### src/hdl/uartc_pkg.sv
/*
 * uartc_pkg: register indices, field layouts, reset values and timing
 * constants of the serial control-three / data-port block.
 * Assumes a 32-bit classic Wishbone bus with byte address = 4 * index.
 */
package uartc_pkg;

    localparam int DW     = 8;
    localparam int IDX_W  = 3;
    localparam int BAUD_W = 16;
    localparam int FLAG_W = 7;
    localparam int EV_W   = 3;

    // register indices
    localparam logic [IDX_W-1:0] IDX_CTRL  = 3'h0;
    localparam logic [IDX_W-1:0] IDX_BAUD  = 3'h1;
    localparam logic [IDX_W-1:0] IDX_FLAG  = 3'h2;
    localparam logic [IDX_W-1:0] IDX_ISTAT = 3'h3;
    localparam logic [IDX_W-1:0] IDX_IMASK = 3'h4;
    localparam logic [IDX_W-1:0] IDX_C3    = 3'h6;
    localparam logic [IDX_W-1:0] IDX_DATA  = 3'h7;

    // error positions, same order as the enables of control three
    localparam int ERR_OVR   = 3;
    localparam int ERR_NOISE = 2;
    localparam int ERR_FRAME = 1;
    localparam int ERR_PAR   = 0;

    // oversampling and frame timing, in ticks and bits
    localparam logic [3:0] OVS_LAST   = 4'hf;
    localparam logic [3:0] SMP_FIRST  = 4'h7;
    localparam logic [3:0] SMP_LAST   = 4'h9;
    localparam logic [3:0] FRAME_BASE = 4'ha;
    localparam logic [3:0] DLAST_8    = 4'h7;
    localparam logic [3:0] DLAST_9    = 4'h8;

    typedef struct packed {
        logic par_odd;
        logic par_en;
        logic two_stop;
        logic receiver_source_sel;
        logic internal_loop_select;
        logic nine_bit;
        logic rx_en;
        logic tx_en;
    } uartc_ctrl_s;

    typedef struct packed {
        logic       tx_ninth_bit;
        logic       single_wire_pin_direction;
        logic       transmit_polarity_invert;
        logic [3:0] err_en;
    } uartc_c3_s;

    typedef struct packed {
        logic [3:0] err;
        logic       tx_done;
        logic       tx_empty;
        logic       rx_full;
    } uartc_flag_s;

    typedef struct packed {
        logic [8:0] data;
        logic       noise;
        logic       ferr;
    } uartc_rx_s;

    localparam uartc_ctrl_s CTRL_RST = 8'h00;
    localparam uartc_c3_s   C3_RST   = 7'h00;
    localparam uartc_flag_s FLAG_RST = 7'h06;
    localparam logic [EV_W-1:0] EV_RST = 3'h0;
    localparam logic [DW-1:0]   DATA_RST = 8'h00;

endpackage

### src/hdl/uartc_rx.sv
/*
 * uartc_rx: receive shifter with 16x oversampling and 3-sample vote.
 * Assumes line_i already synchronised and tick_i from a divider.
 */
`timescale 1ns/1ps
module uartc_rx
    import uartc_pkg::*;
(
    // clock and reset
    input  wire logic clk_i,
    input  wire logic srst_i,
    // control
    input  wire logic en_i,
    input  wire logic tick_i,
    input  wire logic nine_i,
    input  wire logic line_i,
    // result
    output logic      done_o,
    output uartc_rx_s res_o
);
    typedef enum logic [1:0] {RX_IDLE, RX_START, RX_DATA, RX_STOP} uartc_rxst_e;

    uartc_rxst_e st_r, st_nxt;
    logic [3:0]  tk_r, tk_nxt;
    logic [3:0]  bc_r, bc_nxt;
    logic [2:0]  smp_r, smp_nxt;
    logic [8:0]  sh_r, sh_nxt;
    logic        nz_r, nz_nxt;
    logic        done_r, done_nxt;
    uartc_rx_s   res_r, res_nxt;
    logic        bit_v, noisy, last;

    always_comb begin
        st_nxt   = st_r;
        tk_nxt   = tk_r;
        bc_nxt   = bc_r;
        smp_nxt  = smp_r;
        sh_nxt   = sh_r;
        nz_nxt   = nz_r;
        res_nxt  = res_r;
        done_nxt = 1'b0;
        bit_v    = (smp_r[0] & smp_r[1]) | (smp_r[0] & smp_r[2]) | (smp_r[1] & smp_r[2]);
        noisy    = (|smp_r) & ~(&smp_r);
        last     = (tk_r == OVS_LAST);
        if (!en_i) begin
            st_nxt = RX_IDLE;
        end else if (tick_i) begin
            tk_nxt = tk_r + 4'h1;
            if (tk_r >= SMP_FIRST && tk_r <= SMP_LAST) begin
                smp_nxt = {smp_r[1:0], line_i};
            end
            if (last) begin
                nz_nxt = nz_r | noisy;
            end
            unique case (st_r)
                RX_IDLE: if (!line_i) begin
                    st_nxt = RX_START;
                    tk_nxt = 4'h1;
                    nz_nxt = 1'b0;
                end
                RX_START: if (last) begin
                    st_nxt = bit_v ? RX_IDLE : RX_DATA;
                    bc_nxt = 4'h0;
                end
                RX_DATA: if (last) begin
                    sh_nxt = {bit_v, sh_r[8:1]};
                    bc_nxt = bc_r + 4'h1;
                    if (bc_r == (nine_i ? DLAST_9 : DLAST_8)) begin
                        st_nxt = RX_STOP;
                    end
                end
                RX_STOP: if (last) begin
                    st_nxt        = RX_IDLE;
                    done_nxt      = 1'b1;
                    res_nxt.data  = nine_i ? sh_r : {1'b0, sh_r[8:1]};
                    res_nxt.noise = nz_r | noisy;
                    res_nxt.ferr  = !bit_v;
                end
            endcase
        end
    end

    always_ff @(posedge clk_i) begin
        if (srst_i) begin
            st_r   <= RX_IDLE;
            tk_r   <= 4'h0;
            bc_r   <= 4'h0;
            smp_r  <= 3'h7;
            sh_r   <= '0;
            nz_r   <= 1'b0;
            done_r <= 1'b0;
            res_r  <= '0;
        end else begin
            st_r   <= st_nxt;
            tk_r   <= tk_nxt;
            bc_r   <= bc_nxt;
            smp_r  <= smp_nxt;
            sh_r   <= sh_nxt;
            nz_r   <= nz_nxt;
            done_r <= done_nxt;
            res_r  <= res_nxt;
        end
    end

    assign done_o = done_r;
    assign res_o  = res_r;
endmodule

### src/hdl/uartc_top.sv
/*
 * uartc_top: control-three register, data port, flags, interrupts,
 * baud divider and transmit pin handling of an asynchronous serial unit.
 * Assumes a classic Wishbone master, 32-bit data, a single clock.
 */
`timescale 1ns/1ps
module uartc_top
    import uartc_pkg::*;
#(
    parameter logic [BAUD_W-1:0] BAUD_RST = 16'h0001,
    parameter int                ADR_W    = 8
) (
    // clock and reset
    input  wire logic              clk_i,
    input  wire logic              srst_i,
    // wishbone slave
    input  wire logic              wb_cyc_i,
    input  wire logic              wb_stb_i,
    input  wire logic              wb_we_i,
    input  wire logic [ADR_W-1:0]  wb_adr_i,
    input  wire logic [3:0]        wb_sel_i,
    input  wire logic [31:0]       wb_dat_i,
    output logic      [31:0]       wb_dat_o,
    output logic                   wb_ack_o,
    // serial pins
    input  wire logic              rxd_i,
    input  wire logic              txd_i,
    output logic                   txd_o,
    output logic                   txd_oe_o,
    // interrupts
    output logic                   irq_o,
    output logic                   err_irq_o
);

    // bus side
    logic              ack_r, ack_nxt;
    logic [31:0]       rdat_r, rdat_nxt;
    logic              hit;
    logic              acc;
    logic              wr;
    logic              rd;
    logic [IDX_W-1:0]  idx;

    // software registers
    uartc_ctrl_s       ctrl_r, ctrl_nxt;
    uartc_c3_s         c3_r, c3_nxt;
    logic [BAUD_W-1:0] baud_r, baud_nxt;
    logic [EV_W-1:0]   mask_r, mask_nxt;
    logic [EV_W-1:0]   ev_r, ev_nxt;
    logic [EV_W-1:0]   ev_set;

    // data path state
    uartc_flag_s       flg_r, flg_nxt;
    logic [DW-1:0]     tdr_r, tdr_nxt;
    logic [DW-1:0]     rdr_r, rdr_nxt;
    logic              rx9_r, rx9_nxt;
    logic              arm_r, arm_nxt;
    logic              par_bad;

    // divider, pins, shifters
    logic [BAUD_W-1:0] cnt_r, cnt_nxt;
    logic              tick;
    logic              rxd_s1_r, rxd_s2_r;
    logic              txp_s1_r, txp_s2_r;
    logic              txd_r, txd_nxt;
    logic              oe_r, oe_nxt;
    logic              single;
    logic              rx_line;
    logic              tx_line;
    logic              tx_busy;
    logic              tx_go;
    logic              rx_done;
    uartc_rx_s         rx_res;

    // true when the bus access in flight addresses register b
    function automatic logic at(input logic             go,
                                input logic [IDX_W-1:0] a,
                                input logic [IDX_W-1:0] b);
        return go && (a == b);
    endfunction

    // byte-lane merge for a write
    function automatic logic [DW-1:0] lane(input logic [DW-1:0] old,
                                           input logic [DW-1:0] val,
                                           input logic          en);
        return en ? val : old;
    endfunction

    assign hit = wb_cyc_i && wb_stb_i;
    assign acc = hit && ack_r;
    assign wr  = acc && wb_we_i;
    assign rd  = acc && !wb_we_i;
    assign idx = wb_adr_i[IDX_W+1:2];

    //--- bus answer
    always_comb begin
        ack_nxt  = hit && !ack_r;
        rdat_nxt = rdat_r;
        if (hit && !ack_r) begin
            rdat_nxt = '0;
            case (idx)
                IDX_CTRL:  rdat_nxt[DW-1:0]     = ctrl_r;
                IDX_BAUD:  rdat_nxt[BAUD_W-1:0] = baud_r;
                IDX_FLAG:  rdat_nxt[FLAG_W-1:0] = flg_r;
                IDX_ISTAT: rdat_nxt[EV_W-1:0]   = ev_r;
                IDX_IMASK: rdat_nxt[EV_W-1:0]   = mask_r;
                IDX_C3:    rdat_nxt[DW-1:0]     = {rx9_r, c3_r};
                IDX_DATA:  rdat_nxt[DW-1:0]     = rdr_r;
                default:   rdat_nxt             = '0;
            endcase
        end
    end

    always_ff @(posedge clk_i) begin
        if (srst_i) begin
            ack_r  <= 1'b0;
            rdat_r <= '0;
        end else begin
            ack_r  <= ack_nxt;
            rdat_r <= rdat_nxt;
        end
    end

    assign wb_ack_o = ack_r;
    assign wb_dat_o = rdat_r;

    //--- configuration registers
    always_comb begin
        ctrl_nxt = ctrl_r;
        c3_nxt   = c3_r;
        baud_nxt = baud_r;
        mask_nxt = mask_r;
        if (at(wr, idx, IDX_CTRL)) begin
            ctrl_nxt = lane(ctrl_r, wb_dat_i[7:0], wb_sel_i[0]);
        end
        if (at(wr, idx, IDX_C3) && wb_sel_i[0]) begin
            // ninth transmit bit changes only here
            c3_nxt = wb_dat_i[6:0];
        end
        if (at(wr, idx, IDX_BAUD)) begin
            baud_nxt[7:0]  = lane(baud_r[7:0], wb_dat_i[7:0], wb_sel_i[0]);
            baud_nxt[15:8] = lane(baud_r[15:8], wb_dat_i[15:8], wb_sel_i[1]);
        end
        if (at(wr, idx, IDX_IMASK) && wb_sel_i[0]) begin
            mask_nxt = wb_dat_i[EV_W-1:0];
        end
    end

    always_ff @(posedge clk_i) begin
        if (srst_i) begin
            ctrl_r <= CTRL_RST;
            c3_r   <= C3_RST;
            baud_r <= BAUD_RST;
            mask_r <= EV_RST;
        end else begin
            ctrl_r <= ctrl_nxt;
            c3_r   <= c3_nxt;
            baud_r <= baud_nxt;
            mask_r <= mask_nxt;
        end
    end

    //--- baud divider, 16 ticks per bit
    always_comb begin
        tick    = (baud_r != '0) && (cnt_r >= baud_r - 16'h0001);
        cnt_nxt = tick ? '0 : cnt_r + 16'h0001;
    end

    always_ff @(posedge clk_i) begin
        if (srst_i) begin
            cnt_r <= '0;
        end else begin
            cnt_r <= cnt_nxt;
        end
    end

    //--- pin synchronisers
    always_ff @(posedge clk_i) begin
        if (srst_i) begin
            rxd_s1_r <= 1'b1;
            rxd_s2_r <= 1'b1;
            txp_s1_r <= 1'b1;
            txp_s2_r <= 1'b1;
        end else begin
            rxd_s1_r <= rxd_i;
            rxd_s2_r <= rxd_s1_r;
            txp_s1_r <= txd_i;
            txp_s2_r <= txp_s1_r;
        end
    end

    // receiver source: pin, internal loop, or shared transmit pin
    assign single  = ctrl_r.internal_loop_select && ctrl_r.receiver_source_sel;
    assign rx_line = !ctrl_r.internal_loop_select ? rxd_s2_r :
                     (ctrl_r.receiver_source_sel ? txp_s2_r : tx_line);

    //--- transmit pin
    always_comb begin
        txd_nxt = tx_line ^ c3_r.transmit_polarity_invert;
        oe_nxt  = single ? c3_r.single_wire_pin_direction : 1'b1;
    end

    always_ff @(posedge clk_i) begin
        if (srst_i) begin
            txd_r <= 1'b1;
            oe_r  <= 1'b1;
        end else begin
            txd_r <= txd_nxt;
            oe_r  <= oe_nxt;
        end
    end

    assign txd_o    = txd_r;
    assign txd_oe_o = oe_r;

    //--- shifters
    assign tx_go = ctrl_r.tx_en && !flg_r.tx_empty && !tx_busy;

    uartc_tx u_tx (
        .clk_i  (clk_i),
        .srst_i (srst_i),
        .tick_i (tick),
        .load_i (tx_go),
        .data_i ({c3_r.tx_ninth_bit, tdr_r}),
        .nine_i (ctrl_r.nine_bit),
        .two_i  (ctrl_r.two_stop),
        .busy_o (tx_busy),
        .line_o (tx_line)
    );

    uartc_rx u_rx (
        .clk_i  (clk_i),
        .srst_i (srst_i),
        .en_i   (ctrl_r.rx_en),
        .tick_i (tick),
        .nine_i (ctrl_r.nine_bit),
        .line_i (rx_line),
        .done_o (rx_done),
        .res_o  (rx_res)
    );

    // even parity over nine bits unless odd is chosen
    assign par_bad = ctrl_r.par_en && ctrl_r.nine_bit && ((^rx_res.data) ^ ctrl_r.par_odd);

    //--- data port and flags
    always_comb begin
        flg_nxt = flg_r;
        tdr_nxt = tdr_r;
        rdr_nxt = rdr_r;
        rx9_nxt = rx9_r;
        arm_nxt = arm_r;
        // status read arms the clear, data read completes it
        if (at(rd, idx, IDX_DATA) && arm_r) begin
            flg_nxt.rx_full = 1'b0;
            flg_nxt.err     = 4'h0;
            arm_nxt         = 1'b0;
        end
        if (at(rd, idx, IDX_FLAG)) begin
            arm_nxt = 1'b1;
        end
        if (at(wr, idx, IDX_DATA) && wb_sel_i[0]) begin
            tdr_nxt          = wb_dat_i[7:0];
            flg_nxt.tx_empty = 1'b0;
        end
        if (tx_go) begin
            flg_nxt.tx_empty = 1'b1;
        end
        flg_nxt.tx_done = flg_nxt.tx_empty && !tx_busy && !tx_go;
        // hardware sets after the clears so a same-cycle event survives
        if (rx_done) begin
            if (flg_nxt.rx_full) begin
                flg_nxt.err[ERR_OVR] = 1'b1;
            end else begin
                // byte and ninth bit replaced together
                rdr_nxt                = rx_res.data[7:0];
                rx9_nxt                = rx_res.data[8];
                flg_nxt.rx_full        = 1'b1;
                flg_nxt.err[ERR_NOISE] = flg_nxt.err[ERR_NOISE] | rx_res.noise;
                flg_nxt.err[ERR_FRAME] = flg_nxt.err[ERR_FRAME] | rx_res.ferr;
                flg_nxt.err[ERR_PAR]   = flg_nxt.err[ERR_PAR] | par_bad;
            end
        end
    end

    always_ff @(posedge clk_i) begin
        if (srst_i) begin
            flg_r <= FLAG_RST;
            tdr_r <= DATA_RST;
            rdr_r <= DATA_RST;
            rx9_r <= 1'b0;
            arm_r <= 1'b0;
        end else begin
            flg_r <= flg_nxt;
            tdr_r <= tdr_nxt;
            rdr_r <= rdr_nxt;
            rx9_r <= rx9_nxt;
            arm_r <= arm_nxt;
        end
    end

    //--- sticky events, write one to clear, set wins
    always_comb begin
        ev_set    = '0;
        ev_set[0] = rx_done && !flg_r.rx_full;
        ev_set[1] = tx_go;
        ev_set[2] = |(flg_nxt.err & ~flg_r.err);
        ev_nxt    = ev_r;
        if (at(wr, idx, IDX_ISTAT) && wb_sel_i[0]) begin
            ev_nxt = ev_r & ~wb_dat_i[EV_W-1:0];
        end
        ev_nxt = ev_nxt | ev_set;
    end

    always_ff @(posedge clk_i) begin
        if (srst_i) begin
            ev_r <= EV_RST;
        end else begin
            ev_r <= ev_nxt;
        end
    end

    assign irq_o     = |(ev_r & mask_r);
    assign err_irq_o = |(flg_r.err & c3_r.err_en);

endmodule

### src/hdl/uartc_tx.sv
/*
 * uartc_tx: transmit shifter, one frame per load pulse, 16 ticks per bit.
 * Assumes load_i only while busy_o is low and tick_i from a divider.
 */
`timescale 1ns/1ps
module uartc_tx
    import uartc_pkg::*;
(
    // clock and reset
    input  wire logic       clk_i,
    input  wire logic       srst_i,
    // frame setup
    input  wire logic       tick_i,
    input  wire logic       load_i,
    input  wire logic [8:0] data_i,
    input  wire logic       nine_i,
    input  wire logic       two_i,
    // line
    output logic            busy_o,
    output logic            line_o
);
    typedef enum logic {TX_IDLE, TX_SHIFT} uartc_txst_e;

    uartc_txst_e st_r, st_nxt;
    logic [11:0] sh_r, sh_nxt;
    logic [3:0]  tk_r, tk_nxt;
    logic [3:0]  bc_r, bc_nxt;

    always_comb begin
        st_nxt = st_r;
        sh_nxt = sh_r;
        tk_nxt = tk_r;
        bc_nxt = bc_r;
        unique case (st_r)
            TX_IDLE: if (load_i) begin
                // start low, data lsb first, ones as stop bits
                sh_nxt = {2'b11, nine_i ? data_i[8] : 1'b1, data_i[7:0], 1'b0};
                bc_nxt = FRAME_BASE + {3'h0, nine_i} + {3'h0, two_i};
                tk_nxt = 4'h0;
                st_nxt = TX_SHIFT;
            end
            TX_SHIFT: if (tick_i) begin
                tk_nxt = tk_r + 4'h1;
                if (tk_r == OVS_LAST) begin
                    sh_nxt = {1'b1, sh_r[11:1]};
                    bc_nxt = bc_r - 4'h1;
                    if (bc_r == 4'h1) begin
                        st_nxt = TX_IDLE;
                    end
                end
            end
        endcase
    end

    always_ff @(posedge clk_i) begin
        if (srst_i) begin
            st_r <= TX_IDLE;
            sh_r <= '1;
            tk_r <= 4'h0;
            bc_r <= 4'h0;
        end else begin
            st_r <= st_nxt;
            sh_r <= sh_nxt;
            tk_r <= tk_nxt;
            bc_r <= bc_nxt;
        end
    end

    assign busy_o = (st_r == TX_SHIFT);
    assign line_o = busy_o ? sh_r[0] : 1'b1;
endmodule

### config.mk
export PLATFORM = sky130hd
export DESIGN_NAME = uartc_top
export DESIGN_NICKNAME = d
export VERILOG_FILES = /design/src/hdl/uartc_pkg.sv /design/src/hdl/uartc_rx.sv /design/src/hdl/uartc_top.sv /design/src/hdl/uartc_tx.sv
export SDC_FILE = /design/constraint.sdc
export NUM_CORES = 1
export LEC_CHECK = 0
export ABC_AREA = 1
export BUFFER_PORTS_ARGS = -buffer_cell sky130_fd_sc_hd__buf_2
export CAP_MARGIN = 20
export CORE_MARGIN = 8
export CORE_UTILIZATION = 30
export DETAILED_ROUTE_END_ITERATION = 16
export PLACE_DENSITY = 0.56
export RECOVER_POWER = 25
export SLEW_MARGIN = 25
export SYNTH_ARGS = -nofsm -noshare
export SYNTH_HDL_FRONTEND = slang
export SYNTH_SLANG_ARGS = --single-unit
### constraint.sdc
create_clock -name clk_i -period 7.1 [get_ports clk_i]
set_input_delay 0.71 -clock clk_i [delete_from_list [all_inputs] [get_ports clk_i]]
set_output_delay 0.71 -clock clk_i [all_outputs]
set_load 0.01 [all_outputs]
==> results_dict.tcl, run 1 <==
set metrics [dict create \
    status "finished, violations left" \
    violations "max-capacitance violations, max-slew violations" \
    gr-total-overflow 0 \
    clk_pin_slew_worst_paths_ps 70 \
    drive_gt1_share_pct 8.30 \
    die_h_um 175 \
    cts_buffers 17 \
    cts_tree "yes" \
    final-setup-viol-count 0 \
    max-cap-violations 2 \
    viasPerCell 4.62 \
    power_leakage_nw 3.36 \
    crit_top_cell "clkbuf_1" \
    drc 0 \
    port_buffers 48 \
    cts-root-buf "clkbuf_16" \
    dp_hpwl_mm 13.9 \
    ir_drop_mv 0.134 \
    ys_seq_elements 155 \
    avgSynthCellArea_um2 7.28 \
    ff_latch_area_um2 3100 \
    grt_setup_unrepaired "false" \
    min_period_ps 4790 \
    antenna_found_initial 0 \
    first_pass_iters 5 \
    cp_max_fo 66 \
    finalPower_mw 1.87 \
    cp.required_ps 7420 \
    clockBufferDepth 2 \
    cp-start-kind "input pin" \
    syn2layout_area_growth_pct 13.6 \
    gr-usage-all-layers_pct 12.6 \
    syn_area_um2 7630 \
    ant_nets 0 \
    dpl-instance-area_um2 8090 \
    grt_pass1_vias 6210 \
    final.setup.tns_ps 0 \
    syn_inst 1047 \
    drt_iter0_markers 375 \
    ys_async_sr_fraction_pct 0 \
    cts.sinks 155 \
    yosysSeqAreaShare_pct 40.7 \
    ys_types 47 \
    synth_edf_count 0 \
    fmax_ghz 0.209 \
    cts_setup_buffers 0 \
    path_class "in -> reg" \
    htree_levels 4 \
    die_w_um 175 \
    finalHoldViolCount 0 \
    grt_max_degree 67 \
    slowest_delay_ps 2180 \
    hold-worst-slack_ps 406 \
    n_antenna_cell 0 \
    setup.worst_path.end_class "register" \
    clk_latency_ps 430 \
    grt_pass1_wl_mm 31.6 \
    fin_crit_sh_pct 67.4 \
    routed_wl_mm 19.2 \
    final_util_pct 34.6 \
    routedWlPerCell_um 13.5 \
    worst_pin_slew_ps 3120 \
    rows 58 \
    cp.arrival_ps 5110 \
    p_per_area_nw_per_um2 216 \
    gp_congestion 0.829 \
    vias 6595 \
    yosysWarnings 0 \
    fin_skew_ps 19.4 \
    multi_input_area_um2 3880 \
    max_slew_margin_pct -108 \
    initial_utilization_pct 30.5 \
    cts-resized-gates 0 \
    ctsHoldBuffers 0 \
    report.final.slew_viol_count 133 \
    core-area_um2 25000 \
    cpMaxStageDelayCell "clkbuf_1" \
    hold_class "reg -> reg" \
    ys.flop_type "dfxtp_1" \
    worstPathCellList "buf_2 -> clkbuf_1 -> inv_2 -> clkbuf_1 -> nand4_1" \
    fin_area_um2 8660 \
    die_area_um2 30800 \
    n_fill_cell 2687 \
    final_nets 1166 \
    io_pins 88 \
]
## metal layers
layer	part of all wire (%)	wire length (um)	vias up	track usage (%)
li1	-	-	3467	-
met1	51	9730	3001	17.2
met2	44	8480	112	19.9
met3	4.3	834	15	2.66
met4	0.97	186	0	3.29
met5	0	0	-	0
## cell families after synthesis
| logic type | share of synthesized area, % |
|---|---|
| AO/OA/AOI/OAI | 15.1 |
| XOR/XNOR | 3.90 |
| adder cells (fa/ha/maj) | 5.25 |
| buffers and inverters | 9.12 |
| flip-flops | 40.7 |
| other | 0.0492 |
| AND/OR/NAND/NOR | 25.8 |
## per-stage QoR
stage | instances | setup WS, ps
after floorplan | 1062 | 4260
after global placement | 1394 | 3620
after detailed placement | 1394 | 3600
after CTS | 1426 | 3570
after global routing | 1426 | 1710
final | 1426 | 2310
## area by class of cell
cell class	count	share of cell area, %
clock buffers	22	5.36
multi-input cells	745	44.8
flip-flops and latches	155	35.8
clock inverters	10	1.63
well taps	330	4.77
inverters	113	4.90
repair buffers	51	2.66
## synthesized netlist by cell type (all sizes together), types with 2 or more instances
| cell | number | area share, % |
|---|---|---|
| nand3 | 79 | 5.6 |
| xor2 | 23 | 2.6 |
| nor3b | 3 | 0.30 |
| clkinv | 5 | 0.25 |
| nor3 | 20 | 1.7 |
| nor4 | 2 | 0.25 |
| dfxtp | 155 | 41 |
| xnor2 | 11 | 1.3 |
| or2 | 8 | 0.66 |
| a22oi | 5 | 0.49 |
| o21ai | 84 | 5.6 |
| nand2 | 234 | 12 |
| a21oi | 114 | 7.5 |
| buf | 29 | 2.6 |
| nand4 | 8 | 0.82 |
| clkbuf | 20 | 0.98 |
| ha | 32 | 5.3 |
| o2111ai | 5 | 0.57 |
| nor2 | 89 | 4.6 |
| inv | 108 | 5.3 |
| o22ai | 4 | 0.33 |
## flip-flops by register name (all words and copies together) (netlist names), 4 cells and up, named ones only
signal	cells
flg_r	7
u_tx.sh_r	10
u_rx.res_o	11
tdr_r	8
u_rx.tk_r	4
wb_dat_o	16
u_rx.bc_r	4
u_rx.sh_r	9
rdr_r	8
ctrl_r	8
c3_r	7
u_tx.bc_r	4
baud_r	16
cnt_r	16
u_tx.tk_r	4
## where the power goes
group          leakage (nW)  internal (mW)  switching (mW)
Sequential             1.25          0.872         0.00119
Clock                 0.290          0.572           0.368
Combinational          1.82         0.0145          0.0419
Total                  3.36           1.46           0.412
## worst paths after layout
kind	cells past startpoint	startpoint	slack, ps	to
worst min register to register	1	rxd_s1_r	410	rxd_s2_r
worst max-delay path	5	srst_i	2310	txd_oe_o
worst min-delay path	1	rxd_s1_r	410	rxd_s2_r
worst max register to register	17	baud_r[4]	3580	u_tx.bc_r[3]
## layout by cell type, fill, tap and decap left out, types with 6 or more instances in the layout
master,count
nand2_1,229
dfxtp_1,155
a21oi_1,114
inv_1,105
nor2_1,84
o21ai_0,82
nand3_1,75
ha_1,32
buf_2,28
clkbuf_1,25
xor2_1,23
clkbuf_16,17
nor3_1,16
conb_1,16
xnor2_1,11
or2_2,7
nand4_1,6
## critical path: cells and delay by family
family	cells	cell delay (ps)
buf+inv	4	3800
simple gates	1	510
(Power assumes the default switching activity.)
==> inputs of run 2 (changes only) <==
==> constraint.sdc (replaced) <==
create_clock -name clk_i -period 4.6 [get_ports clk_i]
set_input_delay 0.46 -clock clk_i [delete_from_list [all_inputs] [get_ports clk_i]]
set_output_delay 0.46 -clock clk_i [all_outputs]
set_load 0.01 [all_outputs]
==> results_dict.tcl, run 2 (synthesis results as in run 1) <==
set metrics [dict create \
    max_slew_margin_pct -102 \
    setup_ws_ps 1090 \
    grt_pass1_vias 6305 \
    dpl-instance-area_um2 8090 \
    slowest_delay_ps 390 \
    report.final.slew_viol_count 114 \
    viasPerCell 4.71 \
    hold_class "in -> reg" \
    cp-start-kind "register" \
    final_cell_mix "229 x nand2_1, 155 x dfxtp_1, 114 x a21oi_1" \
    dp_hpwl_mm 14.1 \
    cp.arrival_ps 3740 \
    grt_pass1_wl_mm 32.4 \
    core-area_um2 25000 \
    violations "max-capacitance violations, max-slew violations" \
    layout_commonest_cell "nand2_1" \
    n_fill_cell 2726 \
    drc 0 \
    fin_crit_sh_pct 76.4 \
    initial_utilization_pct 30.5 \
    ctsHoldBuffers 0 \
    fin_skew_ps 7.49 \
    vias 6715 \
    path_class "reg -> reg" \
    min_path_cells 2 \
    gr-usage-all-layers_pct 12.9 \
    cp_num_buf_inv 5 \
    ir_drop_mv 0.225 \
    die_h_um 175 \
    routedWlPerCell_um 13.8 \
    rows 58 \
    die_w_um 175 \
    final_cells 1427 \
    syn2layout_area_growth_pct 14.8 \
    cp.depth 19 \
    setup.worst_path.end_class "register" \
    clockBufferDepth 2 \
    final_nets 1167 \
    fmax_ghz 0.285 \
    die_area_um2 30800 \
    drt_iter0_markers 542 \
    final.setup.tns_ps 0 \
    clk_pin_slew_worst_paths_ps 60 \
    worstPathCellList "inv_1 -> ha_1 -> inv_1 -> nor3_1 -> nand3_1 -> o22ai_1 -> inv_1 -> ha_1 -> nand2_1 -> inv_1 -> nand3_1 -> nor3_2 -> nand2_1 -> nand3_4 -> nand3_2 -> nor2_1 -> inv_1 -> nand2_1 -> nand3_1" \
    power_leakage_nw 3.41 \
    antenna_found_initial 0 \
    io_pins 88 \
    max-cap-violations 2 \
    worst_pin_slew_ps 3030 \
    cts-root-buf "clkbuf_16" \
    status "finished, violations left" \
    routed_wl_mm 19.7 \
    grt_max_degree 66 \
    n_antenna_cell 0 \
    grt_setup_unrepaired "false" \
    drive_gt1_share_pct 8.20 \
    finalHoldViolCount 0 \
    cts_buffers 17 \
    gr-total-overflow 0 \
    cpLargestDelayFamily "simple AND/OR/NAND/NOR gates" \
    cp.required_ps 4830 \
    cts_setup_buffers 0 \
    cts-resized-gates 0 \
    gp_congestion 0.873 \
    crit_top_cell "inv_1" \
    cts.sinks 155 \
    min_period_ps 3510 \
    dp_cells 1395 \
    htree_levels 4 \
    first_pass_iters 5 \
    p_per_area_nw_per_um2 357 \
    cpMaxStageDelayCell "nor3_1" \
    port_buffers 48 \
    reg2regPathDepth 19 \
    final-setup-viol-count 0 \
    dp_slack_ps 1140 \
    cts_tree "yes" \
    clk_latency_ps 430 \
    fin_area_um2 8760 \
    cp_max_fo 10 \
    ant_nets 0 \
]
[run 2: cell types whose count changed in the layout (fill, tap and decap cells not counted), moves of 2 or more]
cell,before,now
bufinv_16,3,7
buf_2,28,26
clkinv_2,2,0
inv_6,0,3
[run 2: layer usage]
layer	GRT usage (%)	vias up	share of wire, %
met1	17.6	3105	50
met5	0	-	0
met4	3.07	0	1.0
met2	20.2	127	44
met3	3.01	16	4.7
li1	-	3467	-
[run 2: area by class of cell]
type / count / area (um2) / share of cell area, %
Clock inverter: 13 / 262 / 2.99
Multi-Input combinational cell: 745 / 3880 / 44.3
Timing Repair Buffer: 52 / 235 / 2.69
Tap cell: 330 / 413 / 4.71
Sequential cell: 155 / 3100 / 35.4
Clock buffer: 19 / 443 / 5.06
Inverter: 113 / 424 / 4.84
[run 2: worst reg2reg max path: cells and delay by family (launching register included)]
family,cells,cell delay [ps]
adder cells (fa/ha/maj),2,490
buffers and inverters,5,460
flip-flops,1,350
AND/OR/NAND/NOR,11,1790
AO/OA/AOI/OAI,1,250
[run 2: final timing paths]
path	from	to	slack [ps]
min	rxd_i	rxd_s1_r	210
min reg2reg	rxd_s1_r	rxd_s2_r	410
max	baud_r[0]	u_rx.smp_r[0]	1090
max reg2reg	baud_r[0]	u_rx.smp_r[0]	1090
[run 2: power breakdown]
group          internal (mW)  switching (mW)  leakage [nW]
Clock                   1.09           0.598         0.339
Combinational         0.0212          0.0649          1.82
Sequential              1.35         0.00174          1.25
[run 2: per-stage QoR]
stage | power [mW] | hold WS, ps | util (%)
finish | 3.13 | 211 | 35.0
global route | 3.22 | 208 | 35.0
CTS | 3.15 | 201 | 35.1
detailed placement | 1.46 | 398 | 32.3
global placement | 1.46 | 399 | 32.3
floorplan | 1.44 | 389 | -
==> inputs of run 3 (changes only) <==
--- a/config.mk
+++ b/config.mk
@@ -5,13 +5,13 @@
 export SDC_FILE = /design/constraint.sdc
 export NUM_CORES = 1
 export LEC_CHECK = 0
-export ABC_AREA = 1
+export ABC_AREA = 0
 export BUFFER_PORTS_ARGS = -buffer_cell sky130_fd_sc_hd__buf_2
 export CAP_MARGIN = 20
 export CORE_MARGIN = 8
 export CORE_UTILIZATION = 30
 export DETAILED_ROUTE_END_ITERATION = 16
-export PLACE_DENSITY = 0.56
+export PLACE_DENSITY = 0.57
 export RECOVER_POWER = 25
 export SLEW_MARGIN = 25
 export SYNTH_ARGS = -nofsm -noshare
==> constraint.sdc (replaced) <==
create_clock -name clk_i -period 2.9 [get_ports clk_i]
set_input_delay 0.29 -clock clk_i [delete_from_list [all_inputs] [get_ports clk_i]]
set_output_delay 0.29 -clock clk_i [all_outputs]
set_load 0.01 [all_outputs]
==> results_dict.tcl, run 3 <==
set metrics [dict create \
    die_area_um2 31100 \
    syn2layout_area_growth_pct 24.1 \
    grt_pass1_wl_mm 33.2 \
    ctsHoldBuffers 0 \
    yosysWarnings 0 \
    fin_crit_sh_pct 109 \
    hold-worst-slack_ps 43.6 \
    setup.worst_path.end_class "register" \
    fmax_ghz 0.316 \
    cts_tree "yes" \
    path_class "reg -> reg" \
    clk_pin_slew_worst_paths_ps 60 \
    netlist_top_cells_area "dfxtp_1 40%, mux2i_1 9.6%, nor2_1 5.6%, ha_1 5.2%, a21oi_1 4.0%" \
    final.setup.tns_ps -12500 \
    violations "negative setup slack" \
    ys_seq_elements 155 \
    ys.flop_type "dfxtp_1" \
    cts_buffers 17 \
    final_nets 1040 \
    drt_iter0_markers 449 \
    hold_class "in -> reg" \
    worst_pin_slew_ps 968 \
    ant_nets 0 \
    status "finished, violations left" \
    die_w_um 176 \
    worstPathCellList "nor4_4 -> or2b_4 -> nor2_4 -> xnor2_1 -> ha_1 -> a211o_1 -> a21oi_4 -> nand3_4 -> o311ai_4 -> buf_12 -> buf_8 -> o21ai_0 -> a21oi_2" \
    n_fill_cell 2586 \
    n_antenna_cell 0 \
    cp.arrival_ps 3530 \
    synth_top_area_share_pct 40.2 \
    rows 58 \
    routedWlPerCell_um 15.8 \
    clockBufferDepth 2 \
    routed_wl_mm 20.5 \
    cts-root-buf "clkbuf_16" \
    vias 6491 \
    gr-total-overflow 0 \
    final-setup-viol-count 70 \
    gp_congestion 0.812 \
    synth_top_area_cell "dfxtp_1" \
    dp_hpwl_mm 14.4 \
    slowest_delay_ps 330 \
    cpMaxStageDelayCell "dfxtp_2" \
    grt_setup_unrepaired "true" \
    cp_max_fo 8 \
    cp.required_ps 3260 \
    syn_area_um2 7720 \
    min_period_ps 3170 \
    drc 0 \
    syn_inst 864 \
    fin_skew_ps 16.0 \
    yosysSeqAreaShare_pct 40.2 \
    report.final.slew_viol_count 0 \
    htree_levels 4 \
    synth_most_common_cell "dfxtp_1" \
    io_pins 88 \
    final_util_pct 38.0 \
    finalHoldViolCount 0 \
    ys_async_sr_fraction_pct 0 \
    final_cell_mix "150 x dfxtp_1, 106 x nor2_1, 74 x mux2i_1" \
    first_pass_iters 7 \
    ys_types 74 \
    grt_max_degree 69 \
    grt_pass1_vias 6237 \
    avgSynthCellArea_um2 8.94 \
    setup_ws_ps -266 \
    p_per_area_nw_per_um2 481 \
    cp-start-kind "register" \
    port_buffers 48 \
    power_leakage_nw 3.65 \
    die_h_um 176 \
    yosys-top-cells-count "155 x dfxtp_1, 115 x nor2_1, 74 x mux2i_1, 62 x a21oi_1, 60 x nand2_1" \
    cts.sinks 155 \
    viasPerCell 5.00 \
    drive_gt1_share_pct 23.1 \
    max_slew_margin_pct 34.8 \
    ir_drop_mv 0.312 \
    initial_utilization_pct 30.6 \
    clk_latency_ps 430 \
    max-cap-violations 0 \
    gr-usage-all-layers_pct 13.1 \
    core-area_um2 25300 \
    antenna_found_initial 0 \
    layout_commonest_cell "dfxtp_1" \
    synth_edf_count 0 \
]
==> run 3: cell count changes after synthesis, moves of 9 or more <==
cell,before,now
a211oi_1,0,9
a21oi_1,114,62
a22oi_1,5,18
and3_1,0,11
clkbuf_1,20,29
inv_1,105,19
mux2i_1,0,74
nand2_1,229,60
nand3_1,75,28
nor2_1,84,115
o211ai_1,1,14
o21ai_0,82,37
xnor2_1,11,23
xor2_1,23,13
==> run 3: logic make-up (layout without fill, tap and decap cells) <==
group,count (synthesis),count (layout),synth area share (%)
compound gates,181,181,15.4
other cells,1,16,0.0485
buf+inv,82,171,5.41
xor+xnor,36,36,4.08
simple gates,296,297,18.6
fa+ha+maj,32,32,5.18
flops,155,155,40.2
mux,81,81,11.0
==> run 3: critical path: cells and delay by family (launching register included) <==
family | cells | cell delay [ps]
compound gates | 5 | 1150
buf+inv | 2 | 330
xor+xnor | 1 | 150
simple gates | 4 | 850
fa+ha+maj | 1 | 280
flops | 1 | 330
==> run 3: final timing paths <==
kind	from	to	slack, ps	depth (start not counted)
max	baud_r[9]	u_rx.tk_r[2]	-270	13
min reg2reg	rxd_s1_r	rxd_s2_r	450	1
max reg2reg	baud_r[9]	u_rx.tk_r[2]	-270	13
min	txd_i	txp_s1_r	40	2
==> run 3: area by class of cell <==
type,count,area (um2),area share [%]
multi-input cells,643,4540,47.3
flip-flops and latches,155,3110,32.4
repair buffers,119,848,8.85
clock buffers,19,443,4.62
well taps,330,413,4.31
clock inverters,12,163,1.70
inverters,21,78.8,0.822
==> run 3: through the flow <==
step	cell area, um2	power (mW)	std cells	setup slack (ps)
after global routing	9590	4.76	1299	-452
after detailed placement	8640	2.33	1254	-274
after floorplan	7840	2.29	879	-43.5
after CTS	9360	4.66	1292	-187
after global placement	8640	2.33	1254	-226
final	9590	4.61	1299	-266
==> run 3: repair_timing <==
item,in CTS,in global routing
buffers inserted,7,6
resized for setup,17,56
cloned,0,1
endpoints found under the setup margin,70,70
pin swaps,23,43
==> run 3: power breakdown <==
part           switching (mW)  internal (mW)  total, mW
clock                   0.936           1.38       2.32
combinational           0.111         0.0457      0.157
sequential            0.00197           2.13       2.13
total                    1.05           3.56       4.61
==> run 3: per-layer routing <==
metal	GRT usage [%]	part of all wire (%)	vias up
li1	-	-	3239
met1	16.9	47	3115
met2	21.5	48	121
met3	3.01	3.9	16
met4	3.96	1.3	0
met5	0	0	-
